**src/logic/bat_pkg.sv**
```systemverilog
// Constants and types for the biphase audio transmitter
`default_nettype none
package bat_pkg;
  // APB register byte offsets
  localparam logic [7:0] A_CTRL = 8'h00;
  localparam logic [7:0] A_STAT = 8'h04;
  localparam logic [7:0] A_CS_LO = 8'h08;
  localparam logic [7:0] A_CS_HI = 8'h0C;
  localparam logic [13:0] CTRL_RST = 14'h0000;
  localparam int CTRL_W = 14;
  // Control register fields
  localparam int CT_OPR = 0;
  localparam int CT_MUTE = 1;
  localparam int CT_CKSEL = 2;
  localparam int CT_LRP = 3;
  localparam int CT_DFS = 4;
  localparam int CT_SRC = 5;
  localparam int CT_VALIDITY_PIN_ENABLE = 6;
  localparam int CT_VALIDITY_HOST_WRITE_MODE = 7;
  localparam int CT_USER_BIT_PIN_ENABLE = 8;
  localparam int CT_VHOST = 9;
  localparam int CT_MONO = 10;
  localparam int CT_PBS = 12;
  // Status register fields
  localparam int ST_RUN = 0;
  localparam int ST_FNEN = 1;
  localparam int ST_MCK = 2;
  localparam int ST_FRM = 8;
  // Synchroniser lanes
  localparam int SY_MCK = 0;
  localparam int SY_BCK = 1;
  localparam int SY_LRCK = 2;
  localparam int SY_DATA = 3;
  localparam int SY_AUX = 4;
  localparam int SY_VPIN = 5;
  localparam int SY_UPIN = 6;
  localparam int SY_STRAP = 7;
  // Modes, patterns, counts
  localparam logic [1:0] MONO_LEFT = 2'h1;
  localparam logic [1:0] MONO_RIGHT = 2'h2;
  localparam logic [1:0] PBS_TX = 2'h1;
  localparam logic [7:0] PRE_B = 8'hE8;
  localparam logic [7:0] PRE_M = 8'hE2;
  localparam logic [7:0] PRE_W = 8'hE4;
  localparam logic [7:0] BLK_LAST = 8'hBF;
  localparam logic [7:0] CS_BITS = 8'h30;
  localparam logic [6:0] HC_LAST = 7'h7F;
  localparam logic [4:0] I2S_LAST = 5'h17;
  localparam logic [1:0] STRAP_WAIT = 2'h3;
  localparam int W_V = 28;
  typedef enum logic [1:0] {
    BAT_STOP = 2'b00,
    BAT_ARM = 2'b01,
    BAT_RUN = 2'b10
  } bat_state_e;
endpackage : bat_pkg
`default_nettype wire

```
**src/logic/bat_top.sv**
```systemverilog
// Biphase audio transmitter with APB register slave
//
// Operation
// - Transmitter idles after reset; starts only when operate bit is set.
// - Source gives master, bit, frame clocks and data; output is biphase.
// - Host bit selects master clock ratio 256fs or 128fs; the bit is only held, the coder runs off bit clock edges.
// - Host bit picks which frame clock level marks the left channel.
// - Handles 32 to 192 kHz, 4 to 25 MHz lines, 24-bit words.
// - Input format is I2S by default; host bit selects right-justified.
// - Host writes the first 48 channel status bits of each block.
// - Output held low when operate is clear or mute is set.
// - Validity pin, when enabled, supplies the flag: 1 means error.
// - Host may write validity in its mode; pin value wins.
// - User bit pin, when enabled, supplies user data per subframe.
// - Block sync from preamble B frames user data, driven on sync pin.
// - Auxiliary input selected: modulated result on output and loopback.
// - Two-bit field selects mono: one channel at half rate.
// - Mono keeps biphase coding; preambles need not match channels.
// - Mono channel status advances at the reduced output rate.
// - Block sync is high exactly while status bit 0 goes out.
// - Sync select routes only one sync source to the shared pin.
// - Transmitter works only when interrupt pin strapped low.
//
// Chosen here: the address map and the APB slave port.
`timescale 1ns/1ns
`default_nettype none
module bat_top (
  input wire logic pclk,
  input wire logic presetn,
  input wire logic psel,
  input wire logic penable,
  input wire logic pwrite,
  input wire logic [7:0] paddr,
  input wire logic [31:0] pwdata,
  output var logic [31:0] prdata,
  output var logic pready,
  output var logic pslverr,
  input wire logic transmit_master_clock,
  input wire logic transmit_bit_clock,
  input wire logic transmit_frame_clock,
  input wire logic transmit_data,
  input wire logic auxiliary_serial_audio_in,
  input wire logic validity_input_pin,
  input wire logic user_bit_input_pin,
  input wire logic interrupt_strap_pin,
  output var logic biphase_output,
  output var logic loopback_receive_output,
  output var logic block_sync_output_pin
);
  logic [7:0] pins_in;
  logic [7:0] meta_ff;
  logic [7:0] sync_ff;
  logic bclk_d_ff;
  logic lrck_d_ff;
  logic mck_d_ff;
  logic [13:0] ctrl_ff;
  logic [47:0] cs_ff;
  logic [31:0] nxt_rdata;
  logic nxt_err;
  logic acc;
  logic [1:0] strap_cnt_ff;
  logic strap_done_ff;
  logic tx_fn_en_ff;
  logic mck_seen_ff;
  bat_pkg::bat_state_e state_ff;
  bat_pkg::bat_state_e nxt_state;
  logic go;
  logic running;
  logic bclk_rise;
  logic bclk_edge;
  logic lr_edge;
  logic din;
  logic [23:0] sh_ff;
  logic lrp_ff;
  logic [4:0] bcnt_ff;
  logic chg;
  logic cap;
  logic [23:0] cap_word;
  logic [23:0] left_ff;
  logic [23:0] right_ff;
  logic mono;
  logic div_ff;
  logic hstep;
  logic [6:0] hcnt_ff;
  logic [7:0] frame_ff;
  logic [31:0] word_ff;
  logic [31:0] nxt_word;
  logic [7:0] pre_ff;
  logic [7:0] pre_sel;
  logic lvl_ff;
  logic use_right;
  logic [23:0] smp;
  logic v_bit;
  logic u_bit;
  logic c_bit;
  logic ctl_opr;
  logic ctl_mute;
  logic ctl_lrp;
  logic ctl_dfs;
  logic ctl_src;
  logic ctl_validity_pin_enable;
  logic ctl_validity_host_write_mode;
  logic ctl_user_bit_pin_enable;
  logic ctl_vhost;
  logic [1:0] ctl_mono;
  logic [1:0] ctl_pbs;

  // Control fields
  assign ctl_opr = ctrl_ff[bat_pkg::CT_OPR];
  assign ctl_mute = ctrl_ff[bat_pkg::CT_MUTE];
  assign ctl_lrp = ctrl_ff[bat_pkg::CT_LRP];
  assign ctl_dfs = ctrl_ff[bat_pkg::CT_DFS];
  assign ctl_src = ctrl_ff[bat_pkg::CT_SRC];
  assign ctl_validity_pin_enable = ctrl_ff[bat_pkg::CT_VALIDITY_PIN_ENABLE];
  assign ctl_validity_host_write_mode = ctrl_ff[bat_pkg::CT_VALIDITY_HOST_WRITE_MODE];
  assign ctl_user_bit_pin_enable = ctrl_ff[bat_pkg::CT_USER_BIT_PIN_ENABLE];
  assign ctl_vhost = ctrl_ff[bat_pkg::CT_VHOST];
  assign ctl_mono = ctrl_ff[bat_pkg::CT_MONO +: 2];
  assign ctl_pbs = ctrl_ff[bat_pkg::CT_PBS +: 2];

  // Every pin from the source side crosses two flops first
  assign pins_in = {interrupt_strap_pin, user_bit_input_pin,
    validity_input_pin, auxiliary_serial_audio_in, transmit_data,
    transmit_frame_clock, transmit_bit_clock, transmit_master_clock};
  always_ff @(posedge pclk or negedge presetn)
  begin
    if (!presetn)
    begin
      meta_ff <= 8'h00;
      sync_ff <= 8'h00;
    end
    else
    begin
      meta_ff <= pins_in;
      sync_ff <= meta_ff;
    end
  end

  // Third stage only for edge detection of the link clocks
  always_ff @(posedge pclk or negedge presetn)
  begin
    if (!presetn)
    begin
      bclk_d_ff <= 1'b0;
      lrck_d_ff <= 1'b0;
      mck_d_ff <= 1'b0;
    end
    else
    begin
      bclk_d_ff <= sync_ff[bat_pkg::SY_BCK];
      lrck_d_ff <= sync_ff[bat_pkg::SY_LRCK];
      mck_d_ff <= sync_ff[bat_pkg::SY_MCK];
    end
  end
  assign bclk_rise = sync_ff[bat_pkg::SY_BCK] & ~bclk_d_ff;
  assign bclk_edge = sync_ff[bat_pkg::SY_BCK] ^ bclk_d_ff;
  assign lr_edge = sync_ff[bat_pkg::SY_LRCK] ^ lrck_d_ff;

  // APB slave: one wait state so read data leaves a flop
  assign acc = psel & penable;
  always_comb
  begin
    nxt_rdata = 32'h0000_0000;
    nxt_err = 1'b0;
    case (paddr)
      bat_pkg::A_CTRL: nxt_rdata[13:0] = ctrl_ff;
      bat_pkg::A_STAT:
      begin
        nxt_rdata[bat_pkg::ST_RUN] = running;
        nxt_rdata[bat_pkg::ST_FNEN] = tx_fn_en_ff;
        nxt_rdata[bat_pkg::ST_MCK] = mck_seen_ff;
        nxt_rdata[bat_pkg::ST_FRM +: 8] = frame_ff;
      end
      bat_pkg::A_CS_LO: nxt_rdata = cs_ff[31:0];
      bat_pkg::A_CS_HI: nxt_rdata[15:0] = cs_ff[47:32];
      default: nxt_err = 1'b1;
    endcase
  end

  // Answer flops; pready pulses for one access cycle
  always_ff @(posedge pclk or negedge presetn)
  begin
    if (!presetn)
    begin
      pready <= 1'b0;
      pslverr <= 1'b0;
      prdata <= 32'h0000_0000;
    end
    else
    begin
      pready <= acc & ~pready;
      pslverr <= acc & ~pready & nxt_err;
      prdata <= (acc & ~pready & ~pwrite) ? nxt_rdata : 32'h0000_0000;
    end
  end

  // Register writes land at the completing edge only
  always_ff @(posedge pclk or negedge presetn)
  begin
    if (!presetn)
    begin
      ctrl_ff <= bat_pkg::CTRL_RST; // Operate clear: stays stopped
      cs_ff <= 48'h0000_0000_0000;
    end
    else if (acc & pready & pwrite)
    begin
      case (paddr)
        bat_pkg::A_CTRL: ctrl_ff <= pwdata[13:0]; // Ratio bit held
        bat_pkg::A_CS_LO: cs_ff[31:0] <= pwdata;
        bat_pkg::A_CS_HI: cs_ff[47:32] <= pwdata[15:0];
        default: ;
      endcase
    end
  end

  // Strap caught a few cycles after reset, once synchronised
  always_ff @(posedge pclk or negedge presetn)
  begin
    if (!presetn)
    begin
      strap_cnt_ff <= 2'h0;
      strap_done_ff <= 1'b0;
      tx_fn_en_ff <= 1'b0;
    end
    else if (!strap_done_ff)
    begin
      if (strap_cnt_ff == bat_pkg::STRAP_WAIT)
      begin
        strap_done_ff <= 1'b1;
        tx_fn_en_ff <= ~sync_ff[bat_pkg::SY_STRAP]; // Low strap
      end
      else
        strap_cnt_ff <= strap_cnt_ff + 2'h1;
    end
  end

  // Master clock activity; the ratio cannot be measured at this rate
  always_ff @(posedge pclk or negedge presetn)
  begin
    if (!presetn)
      mck_seen_ff <= 1'b0;
    else if (sync_ff[bat_pkg::SY_MCK] ^ mck_d_ff)
      mck_seen_ff <= 1'b1;
    else if (lr_edge)
      mck_seen_ff <= 1'b0;
  end

  // Start and stop sequencing; start aligned to a left-channel frame edge, stop at once
  assign go = ctl_opr & tx_fn_en_ff;
  assign running = (state_ff == bat_pkg::BAT_RUN);
  always_comb
  begin
    nxt_state = state_ff;
    unique case (state_ff)
      bat_pkg::BAT_STOP:
        if (go)
          nxt_state = bat_pkg::BAT_ARM;
      bat_pkg::BAT_ARM:
        if (!go)
          nxt_state = bat_pkg::BAT_STOP;
        else if (lr_edge && sync_ff[bat_pkg::SY_LRCK] == ctl_lrp)
          nxt_state = bat_pkg::BAT_RUN; // Left level per polarity
      bat_pkg::BAT_RUN:
        if (!go)
          nxt_state = bat_pkg::BAT_STOP;
      default: nxt_state = bat_pkg::BAT_STOP;
    endcase
  end
  always_ff @(posedge pclk or negedge presetn)
  begin
    if (!presetn)
      state_ff <= bat_pkg::BAT_STOP;
    else
      state_ff <= nxt_state;
  end

  // Serial input shifter on bit clock rising edges
  assign din = ctl_src ? sync_ff[bat_pkg::SY_AUX]
                       : sync_ff[bat_pkg::SY_DATA];
  assign chg = sync_ff[bat_pkg::SY_LRCK] != lrp_ff;
  always_ff @(posedge pclk or negedge presetn)
  begin
    if (!presetn)
    begin
      sh_ff <= 24'h00_0000;
      lrp_ff <= 1'b0;
      bcnt_ff <= 5'h00;
    end
    else if (bclk_rise)
    begin
      sh_ff <= {sh_ff[22:0], din};
      if (chg)
      begin
        lrp_ff <= sync_ff[bat_pkg::SY_LRCK];
        bcnt_ff <= 5'h00;
      end
      else if (bcnt_ff != 5'h1F)
        bcnt_ff <= bcnt_ff + 5'h01;
    end
  end

  // Right-justified takes the last 24 bits at the frame edge;
  // I2S takes 24 bits after the one-bit delay
  assign cap = bclk_rise &
    (ctl_dfs ? chg : (~chg & bcnt_ff == bat_pkg::I2S_LAST));
  assign cap_word = ctl_dfs ? sh_ff : {sh_ff[22:0], din};
  always_ff @(posedge pclk or negedge presetn)
  begin
    if (!presetn)
    begin
      left_ff <= 24'h00_0000;
      right_ff <= 24'h00_0000;
    end
    else if (cap)
    begin
      if (lrp_ff == ctl_lrp)
        left_ff <= cap_word;
      else
        right_ff <= cap_word;
    end
  end

  // Mono halves the half-cell rate, so each subframe lasts one
  // input frame and carries one sample of the chosen channel
  assign mono = (ctl_mono == bat_pkg::MONO_LEFT) |
                (ctl_mono == bat_pkg::MONO_RIGHT);
  assign hstep = running & bclk_edge & (~mono | div_ff);
  always_ff @(posedge pclk or negedge presetn)
  begin
    if (!presetn)
      div_ff <= 1'b0;
    else if (!running)
      div_ff <= 1'b0;
    else if (bclk_edge)
      div_ff <= ~div_ff;
  end

  // Subframe contents chosen at half-cell zero
  assign use_right = mono ? (ctl_mono == bat_pkg::MONO_RIGHT)
                          : hcnt_ff[6];
  assign smp = use_right ? right_ff : left_ff;
  // Pin value has priority over the host value
  assign v_bit = ctl_validity_pin_enable ? sync_ff[bat_pkg::SY_VPIN]
                           : (ctl_validity_host_write_mode & ctl_vhost);
  assign u_bit = ctl_user_bit_pin_enable & sync_ff[bat_pkg::SY_UPIN];
  assign c_bit = (frame_ff < bat_pkg::CS_BITS) ?
                 cs_ff[frame_ff[5:0]] : 1'b0;
  always_comb
  begin
    nxt_word = {1'b0, c_bit, u_bit, v_bit, smp, 4'h0};
    nxt_word[31] = ^nxt_word[30:4]; // Even parity keeps level cycle
    if (hcnt_ff[6])
      pre_sel = bat_pkg::PRE_W;
    else if (frame_ff == 8'h00)
      pre_sel = bat_pkg::PRE_B;
    else
      pre_sel = bat_pkg::PRE_M;
  end

  // Half-cell counter and block frame counter; status advances
  // per output frame, which is slower in mono
  always_ff @(posedge pclk or negedge presetn)
  begin
    if (!presetn)
    begin
      hcnt_ff <= 7'h00;
      frame_ff <= 8'h00;
    end
    else if (!running)
    begin
      hcnt_ff <= 7'h00;
      frame_ff <= 8'h00;
    end
    else if (hstep)
    begin
      hcnt_ff <= hcnt_ff + 7'h01;
      if (hcnt_ff == bat_pkg::HC_LAST)
        frame_ff <= (frame_ff == bat_pkg::BLK_LAST) ? 8'h00
                    : frame_ff + 8'h01;
    end
  end

  // Biphase mark coder: preamble cells, then a transition at each
  // cell start and mid-cell for a one
  always_ff @(posedge pclk or negedge presetn)
  begin
    if (!presetn)
    begin
      lvl_ff <= 1'b0;
      word_ff <= 32'h0000_0000;
      pre_ff <= 8'h00;
    end
    else if (!running)
      lvl_ff <= 1'b0;
    else if (hstep)
    begin
      if (hcnt_ff[5:0] == 6'h00)
      begin
        word_ff <= nxt_word;
        pre_ff <= pre_sel ^ {8{lvl_ff}};
        lvl_ff <= pre_sel[7] ^ lvl_ff;
      end
      else if (hcnt_ff[5:3] == 3'h0)
        lvl_ff <= pre_ff[3'h7 - hcnt_ff[2:0]];
      else if (!hcnt_ff[0])
        lvl_ff <= ~lvl_ff;
      else
        lvl_ff <= lvl_ff ^ word_ff[hcnt_ff[5:1]];
    end
  end

  // Output pins; held low when stopped, biphase and loopback also when muted
  always_ff @(posedge pclk or negedge presetn)
  begin
    if (!presetn)
    begin
      biphase_output <= 1'b0;
      loopback_receive_output <= 1'b0;
      block_sync_output_pin <= 1'b0;
    end
    else
    begin
      biphase_output <= ctl_opr & ~ctl_mute & running & lvl_ff;
      loopback_receive_output <= ctl_src & ctl_opr & ~ctl_mute &
                                 running & lvl_ff;
      block_sync_output_pin <= running & (ctl_pbs == bat_pkg::PBS_TX)
                               & (frame_ff == 8'h00);
    end
  end
endmodule : bat_top
`default_nettype wire

```
**config.mk**
```make
export PLATFORM = sky130hd
export DESIGN_NAME = bat_top
export DESIGN_NICKNAME = d
export VERILOG_FILES = /design/src/logic/bat_pkg.sv /design/src/logic/bat_top.sv
export SDC_FILE = /design/constraint.sdc
export NUM_CORES = 1
export LEC_CHECK = 0
export BUFFER_PORTS_ARGS = -buffer_cell sky130_fd_sc_hd__buf_2
export CAP_MARGIN = 20
export CELL_PAD_IN_SITES_DETAIL_PLACEMENT = 1
export CELL_PAD_IN_SITES_GLOBAL_PLACEMENT = 1
export CORE_MARGIN = 1
export CORE_UTILIZATION = 30
export CTS_BUF_LIST = sky130_fd_sc_hd__clkbuf_4 sky130_fd_sc_hd__clkbuf_8 sky130_fd_sc_hd__clkbuf_16
export DETAILED_ROUTE_END_ITERATION = 8
export PLACE_DENSITY_LB_ADDON = 0.1
export SLEW_MARGIN = 20
export SYNTH_ARGS = -nofsm -noshare
export SYNTH_HDL_FRONTEND = slang
export SYNTH_SLANG_ARGS = --single-unit
```
**constraint.sdc**
```tcl
create_clock -name pclk -period 2.3 [get_ports pclk]
set_input_delay 0.115 -clock pclk [delete_from_list [all_inputs] [get_ports pclk]]
set_output_delay 0.115 -clock pclk [all_outputs]
set_load 0.01 [all_outputs]
```
Word-level counts from Yosys, hierarchy flattened
Index checks and enable logic that the tools add are counted.
{"block": "word_totals", "input_bits": 53, "regBits": 256, "word_cells": 172, "out_inout_bits": 37}
{"block": "op_classes", "add_sub_neg": 5, "n_reduce_logical": 22, "muxes": 46, "n_eq_ne": 22, "n_lt_le_gt_ge": 4, "bitwise": 43}
{"op": "2-to-1 mux 24 bit", "count": 2}
{"op": "2-to-1 mux 8 bit", "count": 5}
{"op": "2-to-1 mux 32 bit", "count": 1}
{"op": "XOR reduction 27 bit", "count": 1}
{"op": "case mux 6 bit (4 select lines)", "count": 1}
{"op": "bitwise AND 1 bit", "count": 23}
{"op": "2-to-1 mux 1 bit", "count": 20}
{"op": "AND reduction 2 bit", "count": 10}
{"op": "== test 8 x 4 -> 1 bit (second input constant)", "count": 2}
{"op": "logical NOT 8 bit", "count": 2}
{"op": "2-to-1 mux 16 bit", "count": 1}
{"op": "case mux 5 bit (3 select lines)", "count": 1}
{"op": "2-to-1 mux 7 bit", "count": 2}
{"op": "inverter 1 bit", "count": 12}
{"op": "case mux 2 bit (3 select lines)", "count": 2}
{"op": "case mux 3 bit (4 select lines)", "count": 1}
{"op": "2-to-1 mux 5 bit", "count": 2}
{"op": "adder 8 x 1 -> 8 bit (second input constant)", "count": 1}
{"op": "== test 8 x 3 -> 1 bit (second input constant)", "count": 1}
{"op": "== test 8 bit (second input constant)", "count": 1}
{"op": "less-than comparator 8 x 6 -> 1 bit (second input constant)", "count": 1}
{"op": "2-to-1 mux 2 bit", "count": 4}
{"op": "bitwise XOR 8 bit", "count": 1}
{"op": "adder 7 x 1 -> 7 bit (second input constant)", "count": 1}
{"op": "other kinds (29)", "count": 44}

Longest topological paths before layout
{"block": "logic_depth", "ltp_word": 8, "mapped_depth": 10, "mapped_depth_nobuf": 9}

Worst setup path before layout
Ideal clock, no wire load.
{"block": "synth_path", "path_type": "flip-flop to flip-flop", "startpoint": "reg sync_ff[1]", "endpoint": "reg frame_ff[6]", "n_path_buf": 1, "required_time_ps": 2222, "period_less_slack_ps": 2278, "path_stages_with_launch": 9, "setup_slack_ps": 22, "setup_ps": 78, "arrival_time_ps": 2200, "cell_sequence": "dfrtp_1 -> ha_1 -> o21ba_2 -> clkbuf_1 -> and3_1 -> and3_1 -> nand2_1 -> or4_1 -> a21oi_1"}
{"block": "synth_between", "elab_chain_cells": 5}
{"element": "start, declared", "line_no": "bat_top.sv:52", "rtl": "logic [7:0] sync_ff;"}
{"element": "start signal, assigned", "line_no": "bat_top.sv:135", "rtl": "sync_ff <= meta_ff;"}
{"element": "bitwise XOR 1 bit", "line_no": "bat_top.sv:156", "rtl": "assign bclk_edge = sync_ff[bat_pkg::SY_BCK] ^ bclk_d_ff;"}
{"element": "bitwise AND 1 bit (2 in a row)", "line_no": "bat_top.sv:327", "rtl": "assign hstep = running & bclk_edge & (~mono | div_ff);"}
{"element": "inequality test 2 x 1 -> 1 bit (no source line)"}
{"element": "AND reduction 2 bit (no source line)"}
{"element": "end signal, assigned", "line_no": "bat_top.sv:378", "rtl": "frame_ff <= (frame_ff == bat_pkg::BLK_LAST) ? 8'h00"}
{"element": "end, declared", "line_no": "bat_top.sv:85", "rtl": "logic [7:0] frame_ff;"}
No other way between the ends.
A chain may end at the register's enable or synchronous reset.

Final worst setup path
{"block": "layout_path", "startpoint": "reg frame_ff[2]", "endpoint": "reg word_ff[31]"}
{"block": "layout_between", "elab_chain_cells": 4, "elab_cells_between_ends": 5, "classes_between": "order compare (1); mux (3); reduce/logical (1)"}
{"element": "binary-select mux 1 bit (select 6 bit)", "line_no": "bat_top.sv:347", "rtl": "cs_ff[frame_ff[5:0]] : 1'b0;"}
{"element": "2-to-1 mux 1 bit (implied by the code)", "line_no": "bat_top.sv:347"}
{"element": "2-to-1 mux 1 bit *", "line_no": "bat_top.sv:346", "rtl": "assign c_bit = (frame_ff < bat_pkg::CS_BITS) ?"}
{"element": "XOR reduction 27 bit *", "line_no": "bat_top.sv:351", "rtl": "nxt_word[31] = ^nxt_word[30:4];"}
{"element": "end signal, assigned", "line_no": "bat_top.sv:399", "rtl": "word_ff <= nxt_word;"}
{"element": "end, declared", "line_no": "bat_top.sv:86", "rtl": "logic [31:0] word_ff;"}
Every way passes the cells marked *; elsewhere a longest branch is shown, timed or not. The select of a mux whose other input is x is not followed.

==> results.toml <==
[outcome]
status = "finished with violations"
violations = "negative setup slack"

[synth]
synth_area_leader_cell = "dfrtp_1"
synth_seq_cells = 253
netlist_area_sq_um = 11430
synthTopCellsByCount = "253 x dfrtp_1, 108 x nand2_1, 101 x mux2_2"
async_flop_share = 1.000
yosysSeqAreaShare = 0.5539
synth_nets = 1014
ys_warn_count = 0
post-synth-top-count-cell = "dfrtp_1"
synthDistinctLibCells = 50
yosys-top-cells-area = "dfrtp_1 55%, mux2_2 10%, mux2i_1 5.6%"
netlist.area_leader.share = 0.5539
avgSynthCellArea_sq_um = 12.01
postSynthCellCount = 952
synth-edff-count = 0
synthFlopType = "dfrtp_1"

[floorplanning]
core-area_sq_um = 37580
ioPinCount = 90
die_h_um = 197.2
dieArea_sq_um = 38880
rows = 71
die_w_um = 197.2
initial_utilization = 0.3042

[clock_network]
clk_pin_slew_worst_paths_ns = 0.06
clk_root_buffer_cell = "clkbuf_16"
numCtsBuffers = 30
cts_buffer_depth = 3
cts.htree.levels = 1
insertion_delay_ns = 0.57
cts_sinks = 253
cts_tree = "built"

[power_and_ir_drop]
p_leak_uw = 0.006663
p_total_uw = 10410
irDropWorstVdd_v = 0.0005618
power_density_nw_per_um2 = 724.5

[worst_setup_path]
regToRegSetupSlack_ns = -0.02
cp-end-kind = "flip-flop"
crit_path_top_delay_cell = "mux4_2"
crit_start = "frame_ff[2]"
cp_data_arrival_time_ns = 2.80
worstSetupStartpointType = "flip-flop"
critical_path_class = "reg -> reg"
setup.worst_path.end = "word_ff[31]"
r2r_cells = 7
cpPeakStageDelay_ns = 0.51
path_cells = "mux4_2 > mux2_4 > a2bb2oi_2 > a32oi_2 > xnor2_1 > or3b_1 > o211ai_1"
r2r_end = "word_ff[31]"
critPathRequiredTime_ns = 2.77
r2r_start = "frame_ff[2]"
cp_max_fo = 4

[finish]
drive_above_1_share = 0.2895
diodes = 0
syn_to_final_growth_pct = 25.69
final_area_sq_um = 14370
fillers = 4044
final_nets = 1181
instances_no_fill = 1651
final_util = 0.3823

[sta]
worst_clock_skew_ns = 0.02426
rsz0062_at_grt = "yes"
worstMarginPinSlew_ns = 0.5432
hold_viol = 0
drv_slew = 0
max_freq_mhz = 430.1
fin_crit_ns = 2.325
layout_setup_ws_ns = -0.02493
setup_violations = 1
maxSlewHeadroom = 0.6347
period_share = 1.011

[worst_hold_path]
min_path_type = "in -> async"

[grt]
grtUsageTotal = 0.1562
grt_pass1_wl_um = 47600
grt_max_degree = 61
grt_overflow = 0
grt_pass1_vias = 8314
antenna_found_initial = 0

[drt]
route.detailed.drc = 0
vias_per_cell = 4.651
wl_per_cell_um = 17.72
vias = 7678
firstDrtPassIters = 4
drt_iter0_drc = 216
ant_nets = 0
drt-total-wl_um = 29250

[placement]
post_dp_cell_area_sq_um = 12770
place.gp.congestion = 0.7588
dpl_worst_slack_ns = -0.09358
dp_hpwl_um = 20330
port_buffers = 89
dp.cells = 1549

[job]
maxCapViolations = 0
## cell usage in the layout (no fill, tap or decap), types with 3 or more instances in the layout
| cell type | instances |
|---|---|
| nand2_1 | 108 |
| or3_1 | 5 |
| buf_2 | 88 |
| buf_6 | 3 |
| mux4_2 | 17 |
| buf_4 | 45 |
| nor2b_1 | 4 |
| mux2i_1 | 63 |
| xor2_1 | 12 |
| nand2b_1 | 7 |
| clkbuf_8 | 9 |
| mux4_1 | 4 |
| and2_1 | 18 |
| buf_12 | 7 |
| nor3_1 | 8 |
| a22oi_1 | 12 |
| nand3_1 | 5 |
| nand4_1 | 4 |
| inv_1 | 11 |
| clkbuf_4 | 9 |
| dlygate4sd3_1 | 46 |
| ha_1 | 7 |
| and3_1 | 3 |
| xnor2_1 | 46 |
| nor4_1 | 3 |
| bufinv_16 | 3 |
| a21oi_1 | 25 |
| nor2_1 | 52 |
| o21ai_0 | 94 |
| dfrtp_1 | 251 |
| clkbuf_16 | 31 |
| mux2_2 | 100 |
## power breakdown
part	switching, uW	total (uW)	internal, uW
clock network	1850	5020	3180
logic	307	613	306
registers	151	4770	4620
total	2310	10400	8100
## critical path: cells and delay by family (launching register included)
| family | cells | cell delay (ns) |
|---|---|---|
| flip-flops | 1 | 0.42 |
| multiplexers | 2 | 0.79 |
| AND/OR/NAND/NOR | 1 | 0.36 |
| AO/OA/AOI/OAI | 3 | 0.49 |
| XOR/XNOR | 1 | 0.17 |
## metrics by stage
step	hold WS [ns]	TNS, ns
global placement	0.08258	-0.05818
CTS	0.07814	-0.05648
floorplan	-0.1806	0
global route	0.09947	-0.1442
finish	0.09895	-0.02493
detailed placement	0.08789	-0.09358
## worst min-delay path by stage
stage          slack [ns]      endpoint     from  depth (start not counted)
2_1_floorplan       -0.18     bclk_d_ff  presetn                          0
3_3_place_gp         0.08   left_ff[16]  presetn                          1
3_5_place_dp         0.09  right_ff[16]  presetn                          1
4_1_cts              0.08     cs_ff[26]  presetn                          2
5_1_grt               0.1   frame_ff[3]  presetn                          2
6_report              0.1   word_ff[28]  presetn                          2
## state kept, by name, summed over array words and instances, names as in the netlist, 2 cells and up
register      count
bcnt_ff           5
cs_ff            48
ctrl_ff          14
frame_ff          8
hcnt_ff           7
left_ff          24
meta_ff           8
prdata           32
pre_ff            5
right_ff         24
sh_ff            24
state_ff          2
strap_cnt_ff      2
sync_ff           8
word_ff          28
## layer usage
layer,GRT usage,up-vias,share of wire
met5,0,-,0
met4,0.03847,0,0.017
met3,0.02476,35,0.030
met2,0.2458,95,0.46
met1,0.2237,3890,0.49
li1,-,3658,-
## kinds of logic after synthesis
group / Yosys count / synth area share
muxes: 187 / 0.2008
DFF: 253 / 0.5539
buffers and inverters: 66 / 0.02386
AOI/OAI and AO/OA: 146 / 0.07127
and+or+nand+nor: 231 / 0.09195
adders and majority gates: 9 / 0.009852
xor gates and xnor gates: 60 / 0.04839
## area by class of cell
type	count	area (sq um)	share of cell area
inverters	11	41.29	0.002874
well taps	511	639.4	0.04450
clock buffers	49	967.2	0.06732
flip-flops and latches	253	6334	0.4409
clock inverters	4	97.59	0.006793
repair buffers	190	1428	0.09937
multi-input cells	633	4860	0.3383
## timing repair
| item | 4_1_cts | 5_1_grt |
|---|---|---|
| endpoints found under the hold margin | 325 | 0 |
| pin swaps | 0 | 4 |
| gates cloned | 0 | 0 |
| setup endpoints to repair | 1 | 32 |
| gates resized for setup | 3 | 17 |
| hold buffers | 46 | 0 |
| buffers inserted | 0 | 3 |
(Power assumes the default switching activity.)
